==> src/logic/ipv_pkg.sv <==
// package: constants and types of the interrupt priority vectoring block
// Function
// sixteen sources, three priority levels
// source needs own and global enable; power-fail here gated by own enable only
// global enable low blocks all maskable
// highest level only for power-fail
// priority bit one selects high level
// simultaneous same level: lower natural wins
// ext2-5 and single-wire share vector 43h
// single-wire enable overrides ext5 request
// power-fail vector 33h, watchdog bits 4,5
// ext0 03h prio 1, ext1 13h prio 3
// timers 0,1,2 vector 0Bh,1Bh,2Bh
// serial rx or tx raises port request
// timer3 4Bh, write-protect 5Bh
// CAN 6Bh, ethernet activity 73h
// watchdog 63h, ethernet power mode 7Bh
// software clears flags not auto-cleared
// timer0/1 flags clear on service entry
// ext0/1 edge clears, level follows pin
// single-wire enables reached via master ports
// in-service level blocks same or lower
package ipv_pkg;
  localparam int NUM_SRC = 16;
  localparam int IDX_W = 4;
  localparam logic [7:0] VEC_TABLE [NUM_SRC] = '{
    8'h33, 8'h03, 8'h0B, 8'h13, 8'h1B, 8'h23, 8'h2B, 8'h3B,
    8'h43, 8'h4B, 8'h53, 8'h5B, 8'h6B, 8'h73, 8'h63, 8'h7B};
  localparam logic [IDX_W-1:0] SRC_PFAIL = 4'h0;
  localparam logic [IDX_W-1:0] SRC_EXT0 = 4'h1;
  localparam logic [IDX_W-1:0] SRC_TMR0 = 4'h2;
  localparam logic [IDX_W-1:0] SRC_EXT1 = 4'h3;
  localparam logic [IDX_W-1:0] SRC_TMR1 = 4'h4;
  localparam int WDC_PFAIL_FLAG_BIT = 4;
  localparam int WDC_PFAIL_EN_BIT = 5;
  typedef enum logic [1:0] {
    LVL_NONE = 2'b00,
    LVL_LOW = 2'b01,
    LVL_HIGH = 2'b10,
    LVL_PFAIL = 2'b11
  } ipv_level_t;
  typedef enum logic [1:0] {
    ST_IDLE = 2'b00,
    ST_REQ = 2'b01
  } ipv_state_t;
endpackage

==> src/logic/ipv_cand_if.sv <==
// interface: candidate request vectors between arbiter and top
`timescale 1ns/10ps
interface ipv_cand_if;
  logic [15:0] req;
  logic found;
  logic [3:0] idx;
  modport arb (input req, output found, idx);
  modport top (output req, input found, idx);
endinterface

==> src/logic/ipv_pick.sv <==
// module: fixed natural-order picker, lowest index wins
`timescale 1ns/10ps
module ipv_pick
(
  ipv_cand_if.arb c
);
  import ipv_pkg::*;
  always_comb
  begin
    c.found = 1'b0;
    c.idx = 4'h0;
    // lowest wins
    for (int i = NUM_SRC - 1; i >= 0; i--)
    begin
      if (c.req[i])
      begin
        c.found = 1'b1;
        c.idx = IDX_W'(i);
      end
    end
  end
endmodule

==> src/logic/ipv_ctrl.sv <==
// module: interrupt controller top with flags, enables, priorities, vectoring
`timescale 1ns/10ps
module ipv_ctrl
(
  input wire logic I_CLK,
  input wire logic I_RST_N,
  input wire logic i_global_irq_enable,
  input wire logic [15:0] i_src_enable,
  input wire logic [15:0] i_src_priority,
  input wire logic i_power_fail_flag,
  input wire logic i_power_fail_irq_enable,
  input wire logic i_ext0_pin_n,
  input wire logic i_ext1_pin_n,
  input wire logic i_ext0_edge_mode,
  input wire logic i_ext1_edge_mode,
  input wire logic i_timer0_overflow_set,
  input wire logic i_timer1_overflow_set,
  input wire logic i_timer0_flag_clear,
  input wire logic i_timer1_flag_clear,
  input wire logic i_ext0_flag_clear,
  input wire logic i_ext1_flag_clear,
  input wire logic i_timer2_overflow_flag,
  input wire logic i_timer3_overflow_flag,
  input wire logic [2:0] i_serial_rx_flag,
  input wire logic [2:0] i_serial_tx_flag,
  input wire logic [3:0] i_ext_group_flag,
  input wire logic i_single_wire_irq,
  input wire logic i_single_wire_master_irq_enable,
  input wire logic i_write_protect_flag,
  input wire logic i_can_irq,
  input wire logic i_buffer_unit_tx_flag,
  input wire logic i_buffer_unit_rx_flag,
  input wire logic i_watchdog_irq_flag,
  input wire logic i_ethernet_power_mode_flag,
  input wire logic i_ack,
  input wire logic i_reti,
  output logic o_irq_req,
  output logic [7:0] o_vector,
  output logic [3:0] o_src_idx,
  output logic o_ext0_flag,
  output logic o_ext1_flag,
  output logic o_timer0_overflow_flag,
  output logic o_timer1_overflow_flag,
  output logic [2:0] o_in_service
);
  import ipv_pkg::*;

  ipv_cand_if cand_pf ();
  ipv_cand_if cand_hi ();
  ipv_cand_if cand_lo ();

  logic ext0_flag_r, ext0_flag_nxt;
  logic ext1_flag_r, ext1_flag_nxt;
  logic ext0_pin_r, ext1_pin_r;
  logic tmr0_flag_r, tmr0_flag_nxt;
  logic tmr1_flag_r, tmr1_flag_nxt;
  logic [15:0] pend;
  logic [15:0] gated;
  logic [2:0] insvc_r, insvc_nxt;
  logic [2:0] svc_stack_r [3];
  logic [2:0] svc_stack_nxt [3];
  logic [1:0] depth_r, depth_nxt;
  ipv_state_t state_r, state_nxt;
  logic [7:0] vec_r, vec_nxt;
  logic [3:0] idx_r, idx_nxt;
  ipv_level_t lvl_r, lvl_nxt;
  ipv_level_t win_lvl;
  logic [3:0] win_idx;
  logic win_found;
  logic ack_ext0, ack_ext1, ack_t0, ack_t1;

  assign ack_ext0 = (state_r == ST_REQ) && i_ack && (idx_r == SRC_EXT0);
  assign ack_ext1 = (state_r == ST_REQ) && i_ack && (idx_r == SRC_EXT1);
  assign ack_t0 = (state_r == ST_REQ) && i_ack && (idx_r == SRC_TMR0);
  assign ack_t1 = (state_r == ST_REQ) && i_ack && (idx_r == SRC_TMR1);

  // flag state
  always_comb
  begin
    // edge flag clears on entry, set wins
    if (i_ext0_edge_mode)
    begin
      ext0_flag_nxt = ext0_flag_r;
      if (ack_ext0 || i_ext0_flag_clear)
        ext0_flag_nxt = 1'b0;
      if (ext0_pin_r && !i_ext0_pin_n)
        ext0_flag_nxt = 1'b1;
    end
    else
    begin
      // level follows pin
      ext0_flag_nxt = !i_ext0_pin_n;
    end
    if (i_ext1_edge_mode)
    begin
      ext1_flag_nxt = ext1_flag_r;
      if (ack_ext1 || i_ext1_flag_clear)
        ext1_flag_nxt = 1'b0;
      if (ext1_pin_r && !i_ext1_pin_n)
        ext1_flag_nxt = 1'b1;
    end
    else
    begin
      ext1_flag_nxt = !i_ext1_pin_n;
    end
    // timer flags clear on entry
    tmr0_flag_nxt = tmr0_flag_r;
    if (ack_t0 || i_timer0_flag_clear)
      tmr0_flag_nxt = 1'b0;
    if (i_timer0_overflow_set)
      tmr0_flag_nxt = 1'b1;
    tmr1_flag_nxt = tmr1_flag_r;
    if (ack_t1 || i_timer1_flag_clear)
      tmr1_flag_nxt = 1'b0;
    if (i_timer1_overflow_set)
      tmr1_flag_nxt = 1'b1;
  end

  always_ff @(posedge I_CLK)
  begin
    if (!I_RST_N)
    begin
      ext0_flag_r <= 1'b0;
      ext1_flag_r <= 1'b0;
      ext0_pin_r <= 1'b1;
      ext1_pin_r <= 1'b1;
      tmr0_flag_r <= 1'b0;
      tmr1_flag_r <= 1'b0;
    end
    else
    begin
      ext0_flag_r <= ext0_flag_nxt;
      ext1_flag_r <= ext1_flag_nxt;
      ext0_pin_r <= i_ext0_pin_n;
      ext1_pin_r <= i_ext1_pin_n;
      tmr0_flag_r <= tmr0_flag_nxt;
      tmr1_flag_r <= tmr1_flag_nxt;
    end
  end

  // pending requests in natural order
  always_comb
  begin
    // power-fail flag
    pend[0] = i_power_fail_flag;
    // external 0 and 1
    pend[1] = ext0_flag_r;
    pend[3] = ext1_flag_r;
    // timer overflows
    pend[2] = tmr0_flag_r;
    pend[4] = tmr1_flag_r;
    pend[6] = i_timer2_overflow_flag;
    // serial rx or tx
    pend[5] = i_serial_rx_flag[0] | i_serial_tx_flag[0];
    pend[7] = i_serial_rx_flag[1] | i_serial_tx_flag[1];
    pend[10] = i_serial_rx_flag[2] | i_serial_tx_flag[2];
    // shared group; R8: single-wire overrides ext5
    pend[8] = (|i_ext_group_flag[2:0])
      | (i_single_wire_master_irq_enable ? i_single_wire_irq : i_ext_group_flag[3]);
    // timer3 and write-protect
    pend[9] = i_timer3_overflow_flag;
    pend[11] = i_write_protect_flag;
    // can and ethernet activity
    pend[12] = i_can_irq;
    pend[13] = i_buffer_unit_tx_flag | i_buffer_unit_rx_flag;
    // watchdog and power mode
    pend[14] = i_watchdog_irq_flag;
    pend[15] = i_ethernet_power_mode_flag;
  end

  // own and global enable, power-fail own only; R3: global gate
  assign gated = {pend[15:1] & i_src_enable[15:1] & {15{i_global_irq_enable}},
    pend[0] & i_power_fail_irq_enable};

  // power-fail alone at top; R5: priority bit
  assign cand_pf.req = {15'h0, gated[0]};
  assign cand_hi.req = {gated[15:1] & i_src_priority[15:1], 1'b0};
  assign cand_lo.req = {gated[15:1] & ~i_src_priority[15:1], 1'b0};

  // three levels arbitrated
  ipv_pick u_pick_pf (.c(cand_pf));
  ipv_pick u_pick_hi (.c(cand_hi));
  ipv_pick u_pick_lo (.c(cand_lo));

  // only levels above in-service win
  always_comb
  begin
    win_found = 1'b0;
    win_idx = 4'h0;
    win_lvl = LVL_NONE;
    if (cand_pf.found && !insvc_r[2])
    begin
      win_found = 1'b1;
      win_idx = cand_pf.idx;
      win_lvl = LVL_PFAIL;
    end
    else if (cand_hi.found && (insvc_r[2:1] == 2'b00))
    begin
      win_found = 1'b1;
      win_idx = cand_hi.idx;
      win_lvl = LVL_HIGH;
    end
    else if (cand_lo.found && (insvc_r == 3'b000))
    begin
      win_found = 1'b1;
      win_idx = cand_lo.idx;
      win_lvl = LVL_LOW;
    end
  end

  // vectoring state
  always_comb
  begin
    state_nxt = state_r;
    vec_nxt = vec_r;
    idx_nxt = idx_r;
    lvl_nxt = lvl_r;
    insvc_nxt = insvc_r;
    depth_nxt = depth_r;
    svc_stack_nxt = svc_stack_r;
    case (state_r)
      ST_IDLE:
      begin
        if (win_found)
        begin
          state_nxt = ST_REQ;
          idx_nxt = win_idx;
          vec_nxt = VEC_TABLE[win_idx];
          lvl_nxt = win_lvl;
        end
      end
      ST_REQ:
      begin
        if (i_ack)
        begin
          state_nxt = ST_IDLE;
          svc_stack_nxt[depth_r] = insvc_r;
          depth_nxt = depth_r + 2'd1;
          case (lvl_r)
            LVL_PFAIL: insvc_nxt = insvc_r | 3'b100;
            LVL_HIGH: insvc_nxt = insvc_r | 3'b010;
            default: insvc_nxt = insvc_r | 3'b001;
          endcase
        end
        else if (!win_found)
          state_nxt = ST_IDLE;
        else
        begin
          // request withdrawn or outranked: refresh
          idx_nxt = win_idx;
          vec_nxt = VEC_TABLE[win_idx];
          lvl_nxt = win_lvl;
        end
      end
      default: state_nxt = ST_IDLE;
    endcase
    // return restores previous level
    if (i_reti && depth_r != 2'd0 && !(state_r == ST_REQ && i_ack))
    begin
      depth_nxt = depth_r - 2'd1;
      insvc_nxt = svc_stack_r[depth_r - 2'd1];
    end
  end

  always_ff @(posedge I_CLK)
  begin
    if (!I_RST_N)
    begin
      state_r <= ST_IDLE;
      vec_r <= 8'h00;
      idx_r <= 4'h0;
      lvl_r <= LVL_NONE;
      insvc_r <= 3'h0;
      depth_r <= 2'h0;
      svc_stack_r <= '{3'h0, 3'h0, 3'h0};
    end
    else
    begin
      state_r <= state_nxt;
      vec_r <= vec_nxt;
      idx_r <= idx_nxt;
      lvl_r <= lvl_nxt;
      insvc_r <= insvc_nxt;
      depth_r <= depth_nxt;
      svc_stack_r <= svc_stack_nxt;
    end
  end

  always_ff @(posedge I_CLK)
  begin
    if (!I_RST_N)
    begin
      o_irq_req <= 1'b0;
      o_vector <= 8'h00;
      o_src_idx <= 4'h0;
      o_ext0_flag <= 1'b0;
      o_ext1_flag <= 1'b0;
      o_timer0_overflow_flag <= 1'b0;
      o_timer1_overflow_flag <= 1'b0;
      o_in_service <= 3'h0;
    end
    else
    begin
      o_irq_req <= (state_nxt == ST_REQ);
      o_vector <= vec_nxt;
      o_src_idx <= idx_nxt;
      o_ext0_flag <= ext0_flag_nxt;
      o_ext1_flag <= ext1_flag_nxt;
      o_timer0_overflow_flag <= tmr0_flag_nxt;
      o_timer1_overflow_flag <= tmr1_flag_nxt;
      o_in_service <= insvc_nxt;
    end
  end
endmodule

==> config.mk <==
export PLATFORM = sky130hd
export DESIGN_NAME = ipv_ctrl
export DESIGN_NICKNAME = d
export VERILOG_FILES = /design/src/logic/ipv_pkg.sv /design/src/logic/ipv_cand_if.sv /design/src/logic/ipv_pick.sv /design/src/logic/ipv_ctrl.sv
export SDC_FILE = /design/constraint.sdc
export NUM_CORES = 1
export LEC_CHECK = 0
export BUFFER_PORTS_ARGS = -buffer_cell sky130_fd_sc_hd__buf_2
export CORE_UTILIZATION = 46
export DETAILED_ROUTE_END_ITERATION = 12
export GPL_TIMING_DRIVEN = 0
export PLACE_DENSITY_LB_ADDON = 0.25
export RECOVER_POWER = 25
export SKIP_LAST_GASP = 1
export SYNTH_ARGS = -nofsm -noshare
export SYNTH_HDL_FRONTEND = slang
export SYNTH_HIERARCHICAL = 1
export SYNTH_SLANG_ARGS = --single-unit
==> constraint.sdc <==
create_clock -name I_CLK -period 2.8 [get_ports I_CLK]
set_clock_uncertainty 0.05 [all_clocks]
set_input_delay 0 -clock I_CLK [delete_from_list [all_inputs] [get_ports I_CLK]]
set_output_delay 0 -clock I_CLK [all_outputs]
set_load 0.005 [all_outputs]
==> out/results.ini, run 1 <==
[detailed_routing]
drtAntennaViolNets=0
firstDrtPassIters=5
route.detailed.drc=0
via_per_inst=5.05
wl_per_cell_um=12.2
wl_mm=7.24
initialDrtViolationCount=165
vias=3003

[clocking]
clock_latency_ns=0.29
cts.sinks=33
clkTransAtPathRegs_ns=0.07
cts_tree=yes
cts-buffers-inserted=5
clock_tree.buffer_depth=2
cts_root_buf=clkbuf_8
cts_htree_levels=2

[flow_run]
drv_cap=0

[final_layout]
nNetsFinal=600
fin_cells=595
synthToLayoutAreaGrowth_pct=41.3
drive_above_1_share_pct=25.9
final-seq-area_um2=663
fin_util_pct=68.5
fillCellCount=459
antennaDiodeCount=0
multi_input_area_um2=1900

[floorplanning]
dieArea_um2=5780
start_util_pct=48.4
boundaryPins=89
dieHeight_um=76.0
core_um2=5200
rows=26
die_w_um=76.0

[worst_hold_path]
min_path_type=in2reg

[yosys]
synthFlopType=dfxtp_1
yosysWarnings=6
synth_cell_types=49
postSynthAreaPerCell_um2=6.85
synth.top_cell.area_share_pct=26.2
syn_area_um2=2520
ys_seq_elements=33
synth-edff-count=0
yosysSeqAreaShare_pct=26.2
synth_area_leaders=dfxtp_1, nor2_1, a21oi_1, nand3_1, inv_1
synth_area_leader_cell=dfxtp_1
async_flop_share_pct=0
netlist_instances=368

[global_routing]
grt_first_pass_wirelength_mm=11.9
antenna_found_initial=0
gr-usage-all-layers_pct=24.9
overflow=0
grt_pass1_vias=2698
grt_max_degree=12

[timing]
setup_viol=0
finalHoldViolCount=0
max_freq_ghz=0.371
min_period_ns=2.70
finalCritPeriodShare_pct=96.3
drv_slew=0
tightest_slew_ns=0.513
relSlewSlack_pct=65.8

[placement]
gp_congestion=0.891
io_buffers=84
dp.cells=572
dp_hpwl_mm=5.36

[setup_path]
end_kind=flip-flop
cp_cell_sequence=nand3_2 > nor2_1 > nor4_2 > nand4_1 > inv_2 > and4_1 > a221o_1 > inv_2 > ha_1 > or4_1 > o221ai_1
crit_path_frequent_cell=inv_2
worstPathMaxFanout=6
cp_slowest_cell=or4_1
path_class=reg2reg
max_stage_delay_ns=0.53
startpoint_type=flip-flop
crit_family=simple AND/OR/NAND/NOR gates
crit_arrival_ns=2.86
required_ns=2.96
crit_buf_inv=2

[power]
leakagePower_nw=1.66
powerDensity_nw_per_um2=452
ir_drop_mv=0.324

[status]
status=completed

[where the power goes]
group	switching, mW	leakage [nW]	internal (mW)	total [mW]
combinational	0.313	1.33	0.261	0.574
sequential	0.0529	0.272	0.518	0.571
clock	0.177	0.0574	0.289	0.466
total	0.543	1.66	1.07	1.61
[metal layers]
layer	track usage (%)	vias to the layer above	routed length [µm]
li1	-	1533	-
met1	33.3	1339	3340
met2	41.8	124	3290
met3	4.79	7	557
met4	4.81	0	49
met5	0	-	0
[final cells by class]
| cell class | instances | area share, % |
|---|---|---|
| tap | 70 | 2.46 |
| buffer | 15 | 2.95 |
| timing repair buffer | 99 | 15.7 |
| clock buffer | 6 | 2.32 |
| clock inverter | 2 | 1.05 |
| inverter | 35 | 3.69 |
| sequential | 33 | 18.6 |
| multi-input combinational | 335 | 53.2 |
[sequential cells by signal (all words and copies together) (netlist names)]
| register | cells |
|---|---|
| ext1_pin_r | 1 |
| o_vector | 4 |
| o_irq_req | 1 |
| o_ext0_flag | 1 |
| svc_stack_r | 9 |
| o_timer1_overflow_flag | 1 |
| o_src_idx | 4 |
| o_timer0_overflow_flag | 1 |
| o_ext1_flag | 1 |
| state_r | 2 |
| ext0_pin_r | 1 |
| o_in_service | 3 |
| lvl_r | 2 |
| depth_r | 2 |
[cells in the mapped netlist, types with 2 or more instances]
cell type  count
nand2b_1       6
nand2_1       35
a211oi_1       5
nand4_1        3
o211ai_1       6
nor4_2         6
o311a_1        2
and3b_1        2
and3_1         4
nand3b_1       2
o311a_2        3
buf_4          4
nor3b_1        3
o22ai_1        5
and2_1         3
mux2i_1        7
dfxtp_1       33
a21oi_1       31
ha_1           7
nor2_1        72
nor2b_1        7
nor3_1        11
a31oi_1        6
nand3_1       29
o21ai_0        6
buf_6          4
o31ai_1        4
nand4b_1       2
clkbuf_1       6
inv_1         35
[timing repair]
item | in CTS | in global routing
gates resized for setup | 4 | 24
pin swaps | 0 | 5
hold buffers | 12 | 0
hold endpoints to repair | 8 | 0
setup endpoints to repair | 3 | 1
buffers inserted | 1 | 2
[worst register-to-register path, stage by stage (launching register included)]
cell and delay, ns:
dfxtp_1 0.37, nand3_2 0.11, nor2_1 0.27, nor4_2 0.09, nand4_1 0.17, inv_2 0.09, and4_1 0.20, a221o_1 0.31
inv_2 0.11, ha_1 0.25, or4_1 0.53, o221ai_1 0.08
[logic make-up (layout without fill, tap and decap cells)]
group	Yosys count	count (layout)	synth area share, %
buffers and inverters	50	157	9.28
other	1	51	0.149
AOI/OAI and AO/OA	76	76	19.3
DFF	33	33	26.2
and+or+nand+nor	193	193	38.5
muxes	7	7	2.78
xor gates and xnor gates	1	1	0.347
adders and majority gates	7	7	3.47
[metrics by stage]
step / hold slack [ns] / setup slack (ns) / power [mW] / TNS, ns / cell area (µm²)
finish: 0.0168 / 0.105 / 1.61 / 0 / 3560
global route: 0.0211 / -0.00949 / 1.71 / -0.00949 / 3560
CTS: 0.00697 / 0.0219 / 1.59 / 0 / 3480
detailed placement: 0.166 / -0.548 / 1.10 / -1.16 / 3220
global placement: 0.160 / -0.471 / 1.09 / -0.898 / 3220
floorplan: 0.0677 / 0.156 / 0.935 / 0 / 2710
[cells in the final DEF, fill, tap and decap left out, types with 8 or more instances in the layout]
cell           Yosys  layout
nand3_1           29      24
clkbuf_1           6       8
nand2_1           35      35
a21oi_1           31      30
nor2_1            72      62
dlygate4sd3_1      0      12
conb_1             1      51
dfxtp_1           33      31
buf_4              4       8
nor3_1            11      11
buf_2              1      82
nor2_2             0       9
inv_1             35      33
[path summary, 6_finish.rpt]
check	from	slack (ns)	end	cells past startpoint
worst min-delay path	i_timer0_flag_clear	0.02	o_timer0_overflow_flag$_SDFFE_PN0P_	4
worst max register to register	o_timer1_overflow_flag$_SDFFE_PN0P_	0.10	o_vector[4]$_SDFFE_PN0P_	11
worst min register to register	svc_stack_r[0]$_SDFFE_PN0P_	0.41	svc_stack_r[0]$_SDFFE_PN0P_	2
worst max-delay path	o_timer1_overflow_flag$_SDFFE_PN0P_	0.10	o_vector[4]$_SDFFE_PN0P_	11
No activity file was read; power rests on OpenSTA's default activity.
==> run 2, diff against run 1 <==
==> constraint.sdc (replaced) <==
create_clock -name I_CLK -period 2.8 [get_ports I_CLK]
set_clock_uncertainty 0.05 [all_clocks]
set_input_delay 0.42 -clock I_CLK [delete_from_list [all_inputs] [get_ports I_CLK]]
set_output_delay 0.42 -clock I_CLK [all_outputs]
set_load 0.005 [all_outputs]
==> out/results.ini, run 2 (synthesis results as in run 1) <==
[detailed_routing]
wl_mm=7.25  ; +0.21%
via_per_inst=5.06  ; +0.32%
vias=3038  ; +1.2%
initialDrtViolationCount=189  ; +15%
drtAntennaViolNets=0  ; unchanged
wl_per_cell_um=12.1  ; -0.63%
firstDrtPassIters=7  ; +2
route.detailed.drc=0  ; unchanged

[setup_path]
startpoint_type=input pin
end_kind=flip-flop
setup.worst_path.start=i_serial_tx_flag[2]
worstPathMaxFanout=5  ; -1
ff2ff_path_depth=13  ; +2
crit-reg2reg-launch=o_timer1_overflow_flag$_SDFFE_PN0P_
path_class=in2reg
r2r_end=o_vector[5]$_SDFFE_PN0P_
required_ns=2.95  ; about the same
crit_arrival_ns=3.05  ; +0.19 ns
r2r_setup_slack_ns=0.19  ; +0.09 ns

[power]
powerDensity_nw_per_um2=437  ; -3.5%
ir_drop_mv=0.348  ; +7.7%
finalPower_mw=1.57  ; -2.4%
leakagePower_nw=1.69  ; +2.1%

[worst_hold_path]
holdPathStages=2  ; -2
worstHoldStart=i_ext1_pin_n
min_to=ext1_pin_r$_SDFF_PN1_
min_path_type=in2reg

[flow_run]
drv_cap=0  ; unchanged

[timing]
drv_slew=0  ; unchanged
relSlewSlack_pct=63.0  ; -2.8 points
finalCritPeriodShare_pct=104  ; +7.5 points
setup_viol=3  ; +3
whs_ns=0.307  ; +0.290 ns
fin_ws_ns=-0.106  ; -0.211 ns
rsz0062_at_grt=true
finalHoldViolCount=0  ; unchanged
min_period_ns=2.91  ; +0.211 ns
tightest_slew_ns=0.554  ; +0.0418 ns
max_freq_ghz=0.344  ; -7.3%

[clocking]
clock_tree.buffer_depth=2  ; unchanged
cts-buffers-inserted=5  ; unchanged
cts_tree=yes
clkTransAtPathRegs_ns=0.06  ; about the same
cts_root_buf=clkbuf_8
cts.sinks=33  ; unchanged
cts_htree_levels=2  ; unchanged
clock_latency_ns=0.28  ; about the same

[floorplanning]
dieHeight_um=76.0  ; unchanged
dieArea_um2=5780  ; unchanged
boundaryPins=89  ; unchanged
die_w_um=76.0  ; unchanged
rows=26  ; unchanged
start_util_pct=48.4  ; unchanged
core_um2=5200  ; unchanged

[final_layout]
synthToLayoutAreaGrowth_pct=42.9
nNetsFinal=606  ; +1.0%
final_common_cell=buf_2
fillCellCount=461  ; +0.44%
drive_above_1_share_pct=28.9  ; +3.0 points
largest_reg_flops=9  ; unchanged
reg_top3=svc_stack_r (9), o_src_idx (4), o_vector (4)
max_flop_register=svc_stack_r
final_cell_mix=buf_2, nor2_1, conb_1
antennaDiodeCount=0  ; unchanged

[status]
violations=setup timing
status=complete, but fails checks

[placement]
gp_congestion=0.898  ; +0.81%
io_buffers=84  ; unchanged
dp_hpwl_mm=5.38  ; +0.41%

[global_routing]
gr-usage-all-layers_pct=23.8  ; -1.1 points
antenna_found_initial=0  ; unchanged
grt_max_degree=11  ; -1
overflow=0  ; unchanged
grt_first_pass_wirelength_mm=11.5  ; -3.1%
grt_pass1_vias=2691  ; -0.26%

## run 2: cell types whose count changed in the layout (fill, tap and decap cells not counted), sizes merged
cell and change:
buf +17, clkinvlp -1, dlygate4sd3 -12, clkbuf +2, bufinv -1
## run 2: routing by layer
layer	routed length [µm]	global-route usage [%]	vias up
met3	554	4.55	9
li1	-	-	1544
met1	3310	31.9	1354
met2	3320	40.2	131
met5	0	0	-
met4	63	4.04	0
## run 2: report_power, final
part / internal (mW) / total (mW) / switching, mW
logic: 0.309 / 0.650 / 0.341
clock network: 0.195 / 0.351 / 0.156
registers: 0.518 / 0.572 / 0.0537
total: 1.02 / 1.57 / 0.551
## run 2: layout make-up
cell class | instances | area (µm²) | share of cell area, %
multi-input combinational | 335 | 1930 | 53.6
sequential | 33 | 661 | 18.3
timing repair buffer | 105 | 598 | 16.6
inverter | 35 | 131 | 3.65
buffer | 15 | 109 | 3.02
tap | 70 | 87.6 | 2.43
clock buffer | 7 | 86.3 | 2.40
## run 2: repair_timing
item,in CTS,in global routing
endpoints found under the setup margin,3,4
buffers inserted,9,11
hold buffers,0,0
cloned,0,1
gates resized for setup,7,21
pin swaps,2,16
endpoints found under the hold margin,0,0
## run 2: how the worst max path moves through the flow
stage | to | slack, ns
final | o_vector[4]$_SDFFE_PN0P_ | -0.11
after global routing | o_vector[5]$_SDFFE_PN0P_ | -0.23
after CTS | o_vector[4]$_SDFFE_PN0P_ | -0.1
after detailed placement | o_vector[4]$_SDFFE_PN0P_ | -0.60
after global placement | o_vector[4]$_SDFFE_PN0P_ | -0.57
after floorplan | o_vector[4]$_SDFFE_PN0P_ | -0.04
## run 2: per-stage QoR
step                      std cells  setup TNS (ns)  utilization (%)  setup WS [ns]  instance area (µm²)
after detailed placement        572           -1.65             62.4         -0.605                 3250
after CTS                       588         -0.0981             65.8        -0.0981                 3430
after global routing            600          -0.679             69.2         -0.230                 3600
after global placement          572           -1.52             62.4         -0.566                 3250
after floorplan                 418         -0.0408                -        -0.0408                 2740
final                           600          -0.259             69.2         -0.106                 3600
## run 2: critical path: stages
cell      delay (ns)
buf_6           0.09
o211ai_1        0.27
nor2_2          0.09
nor4_2          0.34
and3_1          0.24
nand4_1         0.14
nor4b_4         0.19
and4_1          0.17
a221o_1         0.30
inv_2           0.12
ha_4            0.21
or4_1           0.39
o221ai_1        0.09
